`src/rtl/cspc_pkg.sv`:
```
package cspc_pkg;
	// ---------------------------------------------------------------
	// Register file addresses
	// ---------------------------------------------------------------
	localparam logic [4:0] ADDR_INDIRECT = 5'h00;
	localparam logic [4:0] ADDR_PC_LOW = 5'h02;
	localparam logic [4:0] ADDR_STATUS = 5'h03;
	localparam logic [4:0] ADDR_POINTER = 5'h04;
	localparam int SHARED_REGS = 16;
	// ---------------------------------------------------------------
	// Status and configuration fields
	// ---------------------------------------------------------------
	localparam int ST_CARRY = 0;
	localparam int ST_NIBBLE = 1;
	localparam int ST_ZERO = 2;
	localparam int ST_SLEEP_N = 3;
	localparam int ST_EXPIRY_N = 4;
	localparam int ST_PAGE_LO = 5;
	localparam int ST_PAGE_HI = 6;
	localparam int ST_SPARE = 7;
	localparam int CFG_SOURCE = 5;
	localparam int CFG_EDGE = 4;
	localparam int CFG_TARGET = 3;
	// ---------------------------------------------------------------
	// Reset values
	// ---------------------------------------------------------------
	localparam logic [7:0] STATUS_RST = 8'h18;
	localparam logic [5:0] CONFIG_RST = 6'h3f;
	localparam logic [7:0] DIRECTION_RST = 8'hff;
	localparam logic [7:0] POINTER_RST = 8'h00;
	// ---------------------------------------------------------------
	// Operation kinds
	// ---------------------------------------------------------------
	typedef enum logic [5:0] {
		OP_PASS = 6'b000001,
		OP_PASS_Z = 6'b000010,
		OP_ADD = 6'b000100,
		OP_SUB = 6'b001000,
		OP_ROT_R = 6'b010000,
		OP_ROT_L = 6'b100000
	} cspc_op_t;
endpackage

```
`src/rtl/cspc_core.sv`:
```
`timescale 1ns/1ps
// What this block does
// - Flag-affecting op aimed at status: data write skips zero, nibble and carry; they follow flag logic only.
// - Software writes never change the watchdog-expiry and sleep-entered flags.
// - Expiry flag set by reset, refresh or halt; cleared by watchdog time-out.
// - Sleep flag set by reset or refresh; cleared by low-power halt.
// - Zero flag is one exactly when the affecting result is zero.
// - Nibble flag: add carry out of low nibble; subtract no-borrow there.
// - Carry: add carry, subtract no-borrow, rotates load the bit shifted out.
// - Two page bits pick one of four 512-word program pages.
// - Spare status bit 7 resets to zero.
// - Six-bit write-only timer config loads accumulator only on its load op.
// - Any reset sets all six timer config bits.
// - Config bit 5 picks external pin transitions or instruction cycles.
// - Config bit 4 picks falling edges when one, rising when zero.
// - Config bit 3 gives the prescaler to watchdog when one, timer when zero.
// - Prescale n divides timer by 2^(n+1), watchdog by 2^n.
// - Program counter advances by one each cycle unless loaded.
// - Jump loads counter bits 8:0 from the nine-bit target.
// - Jump, call, computed jump copy page bits into counter bits 10:9.
// - Call or low-byte write loads bits 7:0 and clears bit 8.
// - Only counter bits 7:0 are visible through the low-byte register.
// - Files reached directly or through the pointer; address zero is the window.
// - Lower sixteen addresses of every bank alias to bank 0.
// - Reset sets counter to all ones and clears page bits.
module cspc_core #(
	parameter int PC_W = 11,
	parameter int BANK_W = 3
) (
	input wire logic clk,
	input wire logic rstn,
	input wire logic clk_en,
	input wire logic op_valid,
	input wire cspc_pkg::cspc_op_t op_kind,
	input wire logic [4:0] op_addr,
	input wire logic op_dest_file,
	input wire logic [7:0] acc_in,
	input wire logic jump_op,
	input wire logic [8:0] jump_target,
	input wire logic call_op,
	input wire logic [7:0] call_target,
	input wire logic config_load_op,
	input wire logic direction_load_op,
	input wire logic watchdog_refresh_op,
	input wire logic halt_op,
	input wire logic watchdog_timeout,
	input wire logic watchdog_base_tick,
	input wire logic timer_ext_input,
	output logic [7:0] status_flags,
	output logic [PC_W-1:0] program_counter,
	output logic [7:0] acc_result,
	output logic acc_result_valid,
	output logic [5:0] timer_config,
	output logic [7:0] pin_direction,
	output logic timer_tick,
	output logic watchdog_tick
);
	// ---------------------------------------------------------------
	// Elaboration checks
	// ---------------------------------------------------------------
	if (PC_W != 9 && PC_W != 11) begin : g_bad_pc
		$error("PC_W must be 9 or 11");
	end
	if (BANK_W < 0 || BANK_W > 3) begin : g_bad_bank
		$error("BANK_W must be 0 to 3");
	end

	localparam int MEM_WORDS = cspc_pkg::SHARED_REGS * (1 + (1 << BANK_W));

	logic [7:0] indirect_pointer;
	logic [7:0] mem [0:MEM_WORDS-1];
	logic [7:0] psc_cnt;
	logic ext_s1;
	logic ext_s2;
	logic ext_s3;

	// ---------------------------------------------------------------
	// Address resolution
	// ---------------------------------------------------------------
	wire is_indirect = op_addr == cspc_pkg::ADDR_INDIRECT;
	wire [4:0] eff_addr = is_indirect ? indirect_pointer[4:0] : op_addr;
	wire [2:0] bank = 3'(indirect_pointer[7:5] & 3'((1 << BANK_W) - 1));
	wire [7:0] mem_idx = eff_addr[4] ? ({1'b0, bank, eff_addr[3:0]} + 8'h10) : {4'h0, eff_addr[3:0]};
	wire hit_null = eff_addr == cspc_pkg::ADDR_INDIRECT;
	wire hit_pcl = eff_addr == cspc_pkg::ADDR_PC_LOW;
	wire hit_status = eff_addr == cspc_pkg::ADDR_STATUS;
	wire hit_ptr = eff_addr == cspc_pkg::ADDR_POINTER;
	wire hit_mem = !(hit_null || hit_pcl || hit_status || hit_ptr);
	wire [7:0] operand = hit_null ? 8'h00 : hit_pcl ? program_counter[7:0] :
		hit_status ? status_flags : hit_ptr ? indirect_pointer : mem[mem_idx];

	// ---------------------------------------------------------------
	// Arithmetic and flags
	// ---------------------------------------------------------------
	wire is_add = op_kind == cspc_pkg::OP_ADD;
	wire is_sub = op_kind == cspc_pkg::OP_SUB;
	wire is_rr = op_kind == cspc_pkg::OP_ROT_R;
	wire is_rl = op_kind == cspc_pkg::OP_ROT_L;
	wire [8:0] add_sum = {1'b0, operand} + {1'b0, acc_in};
	wire [4:0] add_nib = {1'b0, operand[3:0]} + {1'b0, acc_in[3:0]};
	wire [8:0] sub_dif = {1'b0, operand} - {1'b0, acc_in};
	wire [4:0] sub_nib = {1'b0, operand[3:0]} - {1'b0, acc_in[3:0]};
	wire [7:0] result = is_add ? add_sum[7:0] : is_sub ? sub_dif[7:0] :
		is_rr ? {status_flags[cspc_pkg::ST_CARRY], operand[7:1]} :
		is_rl ? {operand[6:0], status_flags[cspc_pkg::ST_CARRY]} : acc_in;
	wire upd_z = op_valid && (is_add || is_sub || op_kind == cspc_pkg::OP_PASS_Z);
	wire upd_dc = op_valid && (is_add || is_sub);
	wire upd_c = op_valid && (is_add || is_sub || is_rr || is_rl);
	wire flag_z = result == 8'h00;
	wire flag_dc = is_add ? add_nib[4] : !sub_nib[4];
	wire flag_c = is_add ? add_sum[8] : is_sub ? !sub_dif[8] : is_rr ? operand[0] : operand[7];
	wire file_wr = op_valid && op_dest_file;
	wire status_wr = file_wr && hit_status;
	wire pcl_wr = file_wr && hit_pcl;

	// ---------------------------------------------------------------
	// Status next value
	// ---------------------------------------------------------------
	wire any_flag = upd_z || upd_c;
	wire [7:0] st_data = status_wr ? result : status_flags;
	wire next_c = upd_c ? flag_c : (any_flag ? status_flags[0] : st_data[0]);
	wire next_dc = upd_dc ? flag_dc : (any_flag ? status_flags[1] : st_data[1]);
	wire next_z = upd_z ? flag_z : (any_flag ? status_flags[2] : st_data[2]);
	wire next_sleep_n = halt_op ? 1'b0 : watchdog_refresh_op ? 1'b1 : status_flags[3];
	wire next_expiry_n = watchdog_timeout ? 1'b0 :
		(watchdog_refresh_op || halt_op) ? 1'b1 : status_flags[4];
	wire [7:0] next_status = {st_data[7:5], next_expiry_n, next_sleep_n, next_z, next_dc, next_c};

	// ---------------------------------------------------------------
	// Program counter next value
	// ---------------------------------------------------------------
	wire [1:0] page = status_flags[cspc_pkg::ST_PAGE_HI:cspc_pkg::ST_PAGE_LO];
	wire [10:0] jump_full = {page, jump_target};
	wire [10:0] call_full = {page, 1'b0, call_target};
	wire [10:0] pcl_full = {page, 1'b0, result};
	wire [PC_W-1:0] next_pc = jump_op ? jump_full[PC_W-1:0] : call_op ? call_full[PC_W-1:0] :
		pcl_wr ? pcl_full[PC_W-1:0] : PC_W'(program_counter + 1'b1);

	// ---------------------------------------------------------------
	// Register updates
	// ---------------------------------------------------------------
	always_ff @(posedge clk or negedge rstn) begin
		if (!rstn) begin
			status_flags <= cspc_pkg::STATUS_RST;
			program_counter <= '1;
			indirect_pointer <= cspc_pkg::POINTER_RST;
		end else if (clk_en) begin
			status_flags <= next_status;
			program_counter <= next_pc;
			if (file_wr && hit_ptr) begin
				indirect_pointer <= result;
			end
		end
	end

	always_ff @(posedge clk) begin
		if (clk_en && file_wr && hit_mem) begin
			mem[mem_idx] <= result;
		end
	end

	always_ff @(posedge clk or negedge rstn) begin
		if (!rstn) begin
			acc_result <= 8'h00;
			acc_result_valid <= 1'b0;
		end else if (clk_en) begin
			acc_result_valid <= op_valid && !op_dest_file;
			if (op_valid && !op_dest_file) begin
				acc_result <= result;
			end
		end
	end

	always_ff @(posedge clk or negedge rstn) begin
		if (!rstn) begin
			timer_config <= cspc_pkg::CONFIG_RST;
			pin_direction <= cspc_pkg::DIRECTION_RST;
		end else if (clk_en) begin
			if (config_load_op) begin
				timer_config <= acc_in[5:0];
			end
			if (direction_load_op) begin
				pin_direction <= acc_in;
			end
		end
	end

	// ---------------------------------------------------------------
	// Timer source and shared prescaler
	// ---------------------------------------------------------------
	wire src_ext = timer_config[cspc_pkg::CFG_SOURCE];
	wire edge_fall = timer_config[cspc_pkg::CFG_EDGE];
	wire psc_wdog = timer_config[cspc_pkg::CFG_TARGET];
	wire ext_edge = edge_fall ? (ext_s3 && !ext_s2) : (!ext_s3 && ext_s2);
	wire timer_evt = src_ext ? ext_edge : 1'b1;
	wire psc_evt = psc_wdog ? watchdog_base_tick : timer_evt;
	wire [3:0] shift = psc_wdog ? {1'b0, timer_config[2:0]} : 4'({1'b0, timer_config[2:0]} + 4'h1);
	wire [8:0] mask = 9'((9'h001 << shift) - 9'h001);
	wire psc_full = (psc_cnt & mask[7:0]) == mask[7:0];
	wire next_timer_tick = timer_evt && (psc_wdog || psc_full);
	wire next_wdog_tick = watchdog_base_tick && (!psc_wdog || psc_full);

	always_ff @(posedge clk or negedge rstn) begin
		if (!rstn) begin
			ext_s1 <= 1'b0;
			ext_s2 <= 1'b0;
			ext_s3 <= 1'b0;
		end else if (clk_en) begin
			ext_s1 <= timer_ext_input;
			ext_s2 <= ext_s1;
			ext_s3 <= ext_s2;
		end
	end

	// The prescaler restarts whenever the configuration is reloaded.
	always_ff @(posedge clk or negedge rstn) begin
		if (!rstn) begin
			psc_cnt <= 8'h00;
			timer_tick <= 1'b0;
			watchdog_tick <= 1'b0;
		end else if (clk_en) begin
			timer_tick <= next_timer_tick;
			watchdog_tick <= next_wdog_tick;
			if (config_load_op) begin
				psc_cnt <= 8'h00;
			end else if (psc_evt) begin
				psc_cnt <= psc_full ? 8'h00 : 8'(psc_cnt + 8'h01);
			end
		end
	end
endmodule

```
`config.mk`:
```
export PLATFORM = sky130hd
export DESIGN_NAME = cspc_core
export DESIGN_NICKNAME = d
export VERILOG_FILES = /design/src/rtl/cspc_pkg.sv /design/src/rtl/cspc_core.sv
export SDC_FILE = /design/constraint.sdc
export NUM_CORES = 1
export LEC_CHECK = 0
export BUFFER_PORTS_ARGS = -buffer_cell sky130_fd_sc_hd__buf_2
export CELL_PAD_IN_SITES_DETAIL_PLACEMENT = 1
export CELL_PAD_IN_SITES_GLOBAL_PLACEMENT = 2
export CORE_MARGIN = 3
export CORE_UTILIZATION = 46
export DETAILED_ROUTE_END_ITERATION = 8
export PLACE_DENSITY = 0.77
export SLEW_MARGIN = 20
export SYNTH_ARGS = -nofsm -noshare
export SYNTH_HDL_FRONTEND = slang
export SYNTH_SLANG_ARGS = --single-unit
export TNS_END_PERCENT = 1
```
`constraint.sdc`:
```
create_clock -name clk -period 7.4 [get_ports clk]
set_input_delay 0 -clock clk [delete_from_list [all_inputs] [get_ports clk]]
set_output_delay 0 -clock clk [all_outputs]
set_load 0.01 [all_outputs]
```
==> impl_results.md, run 1 <==
- Number of synthesized flops with an enable pin: approximately 1200
- Fin crit share: 0.961
- DP HPWL: between 100000 and 150000 um
- Largest net degree at the start of global routing: between 100 and 150
- Reg clk slew, reported paths: ~0.060 ns
- Clock H-tree levels: 4
- Synthesized area per cell: between 10 and 15 um2
- Vias/cell: about 6.5
- Post-Syn Instances: ~3600
- Number of remaining DRC errors: 0
- Initial antenna violation count: 6
- Final WS setup: between 0.2 and 0.3 ns
- Worst Skew: approximately 0.026 ns
- Total Wirelength: between 150000 and 200000 um
- Nature of the critical path endpoint: flip-flop
- First-pass GRT wire length: ~260000 um
- Max FO, Critical Path: 28
- Worst Hold Class: primary input to asynchronous set/reset pin
- Max Clk Rate: approximately 0.14 GHz
- Pwr Total: around 0.016 W
- Number of DRC markers in iteration 0: ~4400
- Root buf cell: clkbuf_16
- Share of the yosys chip area belonging to registers: 0.704
- Post-synth top flop: edfxtp_1
- P&R area growth vs syn: 14.9%
- Synth Net Count: ~3700
- CTS max path bufs: 3
- Synth top area share: 0.673
- Clock tree from TritonCTS: yes
- Dominant cell type by area after synthesis: edfxtp_1
- Worst vdd ir: 0.222 mV
- CORE AREA: 111000 um2
- Pre-CTS setup slack: ~0.4 ns
- CTS buffer count: around 130
- TNS Setup: 0 ns
- Clock Sinks: ~1200
- Vias in the first global route: ~36000
- Via count: approximately 35000
- CP arrival: 7.77 ns
- ANT nets after route: 0
- Pins over their slew limit: 0
- Global Route Usage Sum: 0.307
- Post-synth cell types: slightly above 90
- PortBufs: 93
- DIE AREA: between 100000 and 150000 um2
- Ys async rst share: 0.0519
- Main area contributors after synthesis: edfxtp_1 (67%), mux2i_1 (4.7%), nand2_1 (3.6%)
- Die extent in y: approximately 340 um
- Clock latency on the worst-skew pair: ~0.75 ns
- Crit Path Class: flip-flop to flip-flop
- Max cap viols: 0
- Tightest Pin Transition: ~1.2 ns
- Routed len/inst: 33.3 um
- Pwr dens: between 200 and 300 nW/um2
- Final nets: ~4000
- Synthesized cell area: around 50000 um2
- RSZ-0062 raised after global routing: false
- Layout cells sized above 1: 0.144
- # rows: around 120
- Final hold vios: 0
- Final GP Congestion: 0.878
- Cell leakage power: between 15 and 20 nW
- Min Clock Period, post-route: slightly above 7 ns
- Die Wd: around 340 um
- Starting Density: 0.464
- Yosys reg bits: 1215
- Slew margin rel.: 0.158
- Setup violators final: 0
- Syn. warnings: 0
- Worst EP required: 8.06 ns
- Type of origin of the critical path: flip-flop
- Grt total ovfl: 0
- Pre-antenna DRT Iters: 6
- Status: completed
- IO Pins: between 90 and 100
==> sequential cells by signal, summed over array words and instances, names as in the netlist <==
signal	count
watchdog_tick	1
psc_cnt	8
timer_tick	1
timer_config	6
mem	1152
status_flags	8
ext_s1	1
acc_result_valid	1
acc_result	8
pin_direction	8
program_counter	11
ext_s2	1
indirect_pointer	8
ext_s3	1
==> per-layer routing <==
metal  track usage  part of all wire  vias up
met3        0.0622             0.091      388
met1         0.415              0.40    18286
met2         0.482              0.46     1842
met4         0.136             0.048        4
met5             0           0.00014        -
li1              -                 -    14633
==> where the power goes <==
group          leakage (nW)  internal, W  switching [W]
Clock                  1.98      0.00358        0.00272
Sequential             11.1      0.00776      0.0000861
Combinational          6.79     0.000441        0.00109
==> worst max-delay path, stage by stage, from the launching register on <==
cell and delay [ns]:
dfrtp_1 0.54, nor3b_1 0.40, a32oi_2 0.27, nor2_4 0.88
buf_12 0.33, buf_4 0.24, a32oi_1 0.09, a31oi_1 0.45
o41ai_1 0.27, a41oi_2 0.53, inv_1 0.16, ha_1 0.41
o31ai_1 0.48, a221oi_1 0.18, a221o_1 0.33, a222oi_1 0.34
a21o_1 0.25, o21ai_0 0.13, o2bb2ai_1 0.15, dlygate4sd3_1 0.56
==> layout make-up <==
cell class / instances / area (um2)
diodes: 3 / 7.51
clock buffers: 167 / 3520
clock inverters: 66 / 529
fillers: 10713 / 51700
inverters: 122 / 473
multi-input cells: 2024 / 13600
flip-flops and latches: 1215 / 36200
well taps: 1488 / 1860
repair buffers: 336 / 2910
==> path summary, 6_finish.rpt <==
kind / slack, ns / cells after the start / end / start
min in group clk: 0.06 / 6 / status_flags[2]$_DFFE_PN0P_ / op_kind[0]
setup reg to reg: 0.29 / 19 / program_counter[7]$_DFFE_PN1P_ / indirect_pointer[2]$_DFFE_PN0P_
hold / removal: 0.06 / 3 / timer_tick$_DFFE_PN0P_ / rstn
max in group asynchronous: 6.59 / 3 / indirect_pointer[1]$_DFFE_PN0P_ / rstn
hold reg to reg: 0.48 / 2 / acc_result[0]$_DFFE_PN0P_ / acc_result[0]$_DFFE_PN0P_
setup / recovery: 0.29 / 19 / program_counter[7]$_DFFE_PN1P_ / indirect_pointer[2]$_DFFE_PN0P_
==> cells in the final DEF (no fill, tap or decap), types with 34 or more instances in the layout <==
cell           netlist  final
buf_2               80     92
nand3_1             69     69
nor2_1             190    178
a32oi_1            141    140
buf_12               0     35
dlygate4sd3_1        0     67
a2111oi_0           77     75
o21ai_0             74     74
a31oi_1             49     49
a221oi_1            88     88
a21oi_1             59     59
edfxtp_1          1152   1152
buf_4               42    140
nor2b_1             76     76
nand2_1            497    497
dfrtp_1             36     34
a311oi_1            80     80
clkbuf_16            0    135
mux2i_1            239    239
inv_1              120    116
==> per-stage QoR <==
stage / instance area [um2] / cells / hold slack (ns) / utilization
2_1_floorplan: 51400 / 3618 / -0.296 / -
3_3_place_gp: 54100 / 5103 / 0.155 / 0.488
3_5_place_dp: 54200 / 5104 / 0.168 / 0.489
4_1_cts: 58900 / 5404 / 0.000608 / 0.531
5_1_grt: 59100 / 5418 / 0.0590 / 0.533
6_report: 59100 / 5421 / 0.0616 / 0.533
==> cells in the mapped netlist (all sizes together), types with 7 or more instances <==
master,number
nand2b,7
nor4,22
a2111oi,90
nor2b,76
and2,8
o22ai,30
o31ai,23
o21bai,7
xnor2,7
ha,22
edfxtp,1152
nor3,19
o221ai,9
and3,9
a211oi,10
nor2,193
clkbuf,106
a21oi,60
o21ai,85
a22oi,9
a221oi,92
dfrtp,36
inv,122
buf,154
o211ai,15
a32oi,142
dfstp,27
o2111ai,7
xor2,7
mux2,15
nand3,70
mux2i,239
a311oi,80
o41ai,13
a31oi,50
nor3b,8
nand2,497
nand4,32
==> what timing repair did <==
action / CTS / global route
hold endpoints to repair: 123 / 0
endpoints found under the setup margin: 0 / 200
resized for setup: 0 / 8
buffers inserted: 0 / 11
hold buffers: 67 / 0
==> logic make-up (layout without fill, tap and decap cells) <==
kind of cell | Yosys count | after routing | share of synthesized area
AO/OA/AOI/OAI | 764 | 767 | 0.118
AND/OR/NAND/NOR | 964 | 964 | 0.0836
other | 0 | 3 | 0
XOR/XNOR | 14 | 14 | 0.00238
buffers and inverters | 382 | 691 | 0.0358
flip-flops | 1215 | 1215 | 0.704
multiplexers | 254 | 254 | 0.0498
adder cells (fa/ha/maj) | 25 | 25 | 0.00633
Note: power is estimated with default switching activity, not from simulation.
==> run 2, diff against run 1 <==
- CORE_UTILIZATION: 46 -> 48
- CTS_BUF_LIST: default -> sky130_fd_sc_hd__clkbuf_4 sky130_fd_sc_hd__clkbuf_8
- PLACE_DENSITY: 0.77 -> 0.8
==> run 2 against run 1 <==
Routed wire length rose by 2.2%; worst setup slack better by 0.018 ns; critical path depth is 2 higher; via count increased by 2.7%; clock skew grew 0.040 ns; sequential power about the same; first-iteration DRC count is 2.2% lower; non-clock buffer count up 20; highest routed layer unchanged.
==> impl_results.md, run 2 (synthesis results as in run 1) <==
- Status: completed
- Buf/Inv on CP: 4
- ANT nets after route: 0
- Number of DRC markers in iteration 0: 4266
- Root buf cell: clkbuf_8
- Vias in the first global route: 36797
- Global Route Usage Sum: 0.328
- Type of origin of the critical path: flip-flop
- Clock H-tree levels: 4
- Largest register FFs: between 1000 and 1500
- P&R area growth vs syn: 14.6%
- DIE AREA: about 110000 um2
- Crit path launch: indirect_pointer[0]$_DFFE_PN0P_
- Top flop regs: mem x1152, program_counter x11
- IO Pins: 94
- Initial antenna violation count: 9
- Worst vdd ir: about 0.19 mV
- CORE AREA: around 110000 um2
- Hold wc startpoint: acc_in[0]
- Slowest stage cell, crit path: o41ai_2
- Vias/cell: 6.59
- Total Wirelength: between 150000 and 200000 um
- Top delay family on crit path: compound AO/OA/AOI/OAI gates
- Commonest cells after routing, fill and taps aside: edfxtp_1 (1152), nand2_1 (496), mux2i_1 (239)
- Worst r2r src: indirect_pointer[0]$_DFFE_PN0P_
- Number of remaining DRC errors: 0
- Die Wd: roughly 330 um
- Clock tree from TritonCTS: yes
- Reg clk slew, reported paths: 0.06 ns
- Final hold vios: 0
- Via count: approximately 36000
- RSZ-0062 raised after global routing: false
- # rows: 119
- First-pass GRT wire length: about 260000 um
- Fin cells: 5474
- Max FO, Critical Path: 17
- Layout cells sized above 1: 0.170
- Nature of the critical path endpoint: flip-flop
- Largest net degree at the start of global routing: roughly 150
- Max cap viols: 0
- Placed insts: ~5000
- Final WS setup: just over 0.3 ns
- DP HPWL: ~120000 um
- Final GP Congestion: approximately 0.93
- Clock latency on the worst-skew pair: between 0.9 and 1 ns
- Most used cell, CP: a21oi_1
- Worst EP required: ~8.2 ns
- Final nets: about 4000
- Pwr dens: approximately 260 nW/um2
- Critical Path Max Stage Delay: a little under 0.9 ns
- Cell leakage power: 20.0 nW
- Clock Sinks: about 1200
- Pre-CTS setup slack: -0.0428 ns
- Commonest non-fill, non-tap cell in the layout: edfxtp_1
- Grt total ovfl: 0
- Max Clk Rate: 0.141 GHz
- Slew margin rel.: 0.172
- CP arrival: 7.89 ns
- Min Clock Period, post-route: 7.09 ns
- Pre-antenna DRT Iters: 8
- Worst Skew: approximately 0.066 ns
- Crit Path Class: flip-flop to flip-flop
- CTS buffer count: 197
- CTS max path bufs: 3
- Crit-path cells: nor3b_2 > a21o_2 > nor2_4 > buf_12 > a32oi_1 > a31oi_1 > o41ai_2 > buf_4 > nand4_1 > nand2_1 > inv_1 > fa_1 > o21bai_1 > a21oi_1 > o21bai_1 > a21oi_1 > a221o_1 > a22o_4 > o21ai_1 > a21oi_1 > dlygate4sd3_1
- Routed len/inst: 33.7 um
- Starting Density: 0.486
- Setup violators final: 0
- Tightest Pin Transition: between 1 and 1.5 ns
- Fin crit share: 0.958
- PortBufs: 93
- Worst Hold Class: primary input to flip-flop
- Biggest register: mem
- Die extent in y: roughly 330 um
- Pins over their slew limit: 0
[run 2: what timing repair did]
action / 4_1_cts / 5_1_grt
resized for setup: 1 / 2
setup endpoints to repair: 8 / 146
hold endpoints to repair: 128 / 0
hold buffers: 92 / 0
setup buffers: 0 / 0
cloned: 0 / 1
[run 2: final cells by class]
type                            instances  area (um2)
Antenna cell                           11        27.5
Clock buffer                          275        3320
Clock inverter                         82         495
Fill cell                           10238       46900
Inverter                              122         473
Multi-Input combinational cell       2022       13500
Sequential cell                      1215       36200
Tap cell                             1391        1740
Timing Repair Buffer                  356        3140
[run 2: worst reg2reg max path: cells and delay by family (launching register included)]
| kind | cells | cell delay, ns |
|---|---|---|
| adders and majority gates | 1 | 0.43 |
| buffers and inverters | 4 | 1.19 |
| and+or+nand+nor | 4 | 1.04 |
| AOI/OAI and AO/OA | 12 | 3.93 |
| DFF | 1 | 0.42 |
[run 2: power breakdown]
part / internal, W / switching [W] / total [W]
clock: 0.00300 / 0.00273 / 0.00573
combinational: 0.000465 / 0.00113 / 0.00159
sequential: 0.00776 / 0.0000811 / 0.00785
[run 2: stage by stage]
stage	util	power (W)	setup TNS (ns)	hold WS [ns]	instance area (um2)
after floorplan	-	0.00872	0	-0.296	51400
after global placement	0.511	0.00942	0	0.162	54100
after detailed placement	0.512	0.00947	-0.0428	0.165	54200
after CTS	0.556	0.0152	0	0.0109	58900
after global routing	0.557	0.0156	0	0.0558	58900
final	0.557	0.0152	0	0.0869	59000
[run 2: per-layer routing]
layer  global-route usage  vias to the layer above  wire length [um]
li1                     -                    14834                 -
met1                0.431                    18577             71500
met2                0.509                     2130             84800
met3               0.0860                      546             18700
met4                0.163                        6              9720
met5                    0                        -                41
[run 2: worst paths after layout]
| kind | endpoint | slack, ns | depth (start not counted) |
|---|---|---|---|
| max | program_counter[6]$_DFFE_PN1P_ | 0.31 | 21 |
| min | pin_direction[0]$_DFFE_PN1P_ | 0.09 | 3 |
| max reg2reg | program_counter[6]$_DFFE_PN1P_ | 0.31 | 21 |
| min reg2reg | psc_cnt[7]$_DFFE_PN0P_ | 0.49 | 1 |
| max in group asynchronous | indirect_pointer[1]$_DFFE_PN0P_ | 6.31 | 4 |
| min in group asynchronous | ext_s3$_DFFE_PN0P_ | 0.41 | 4 |
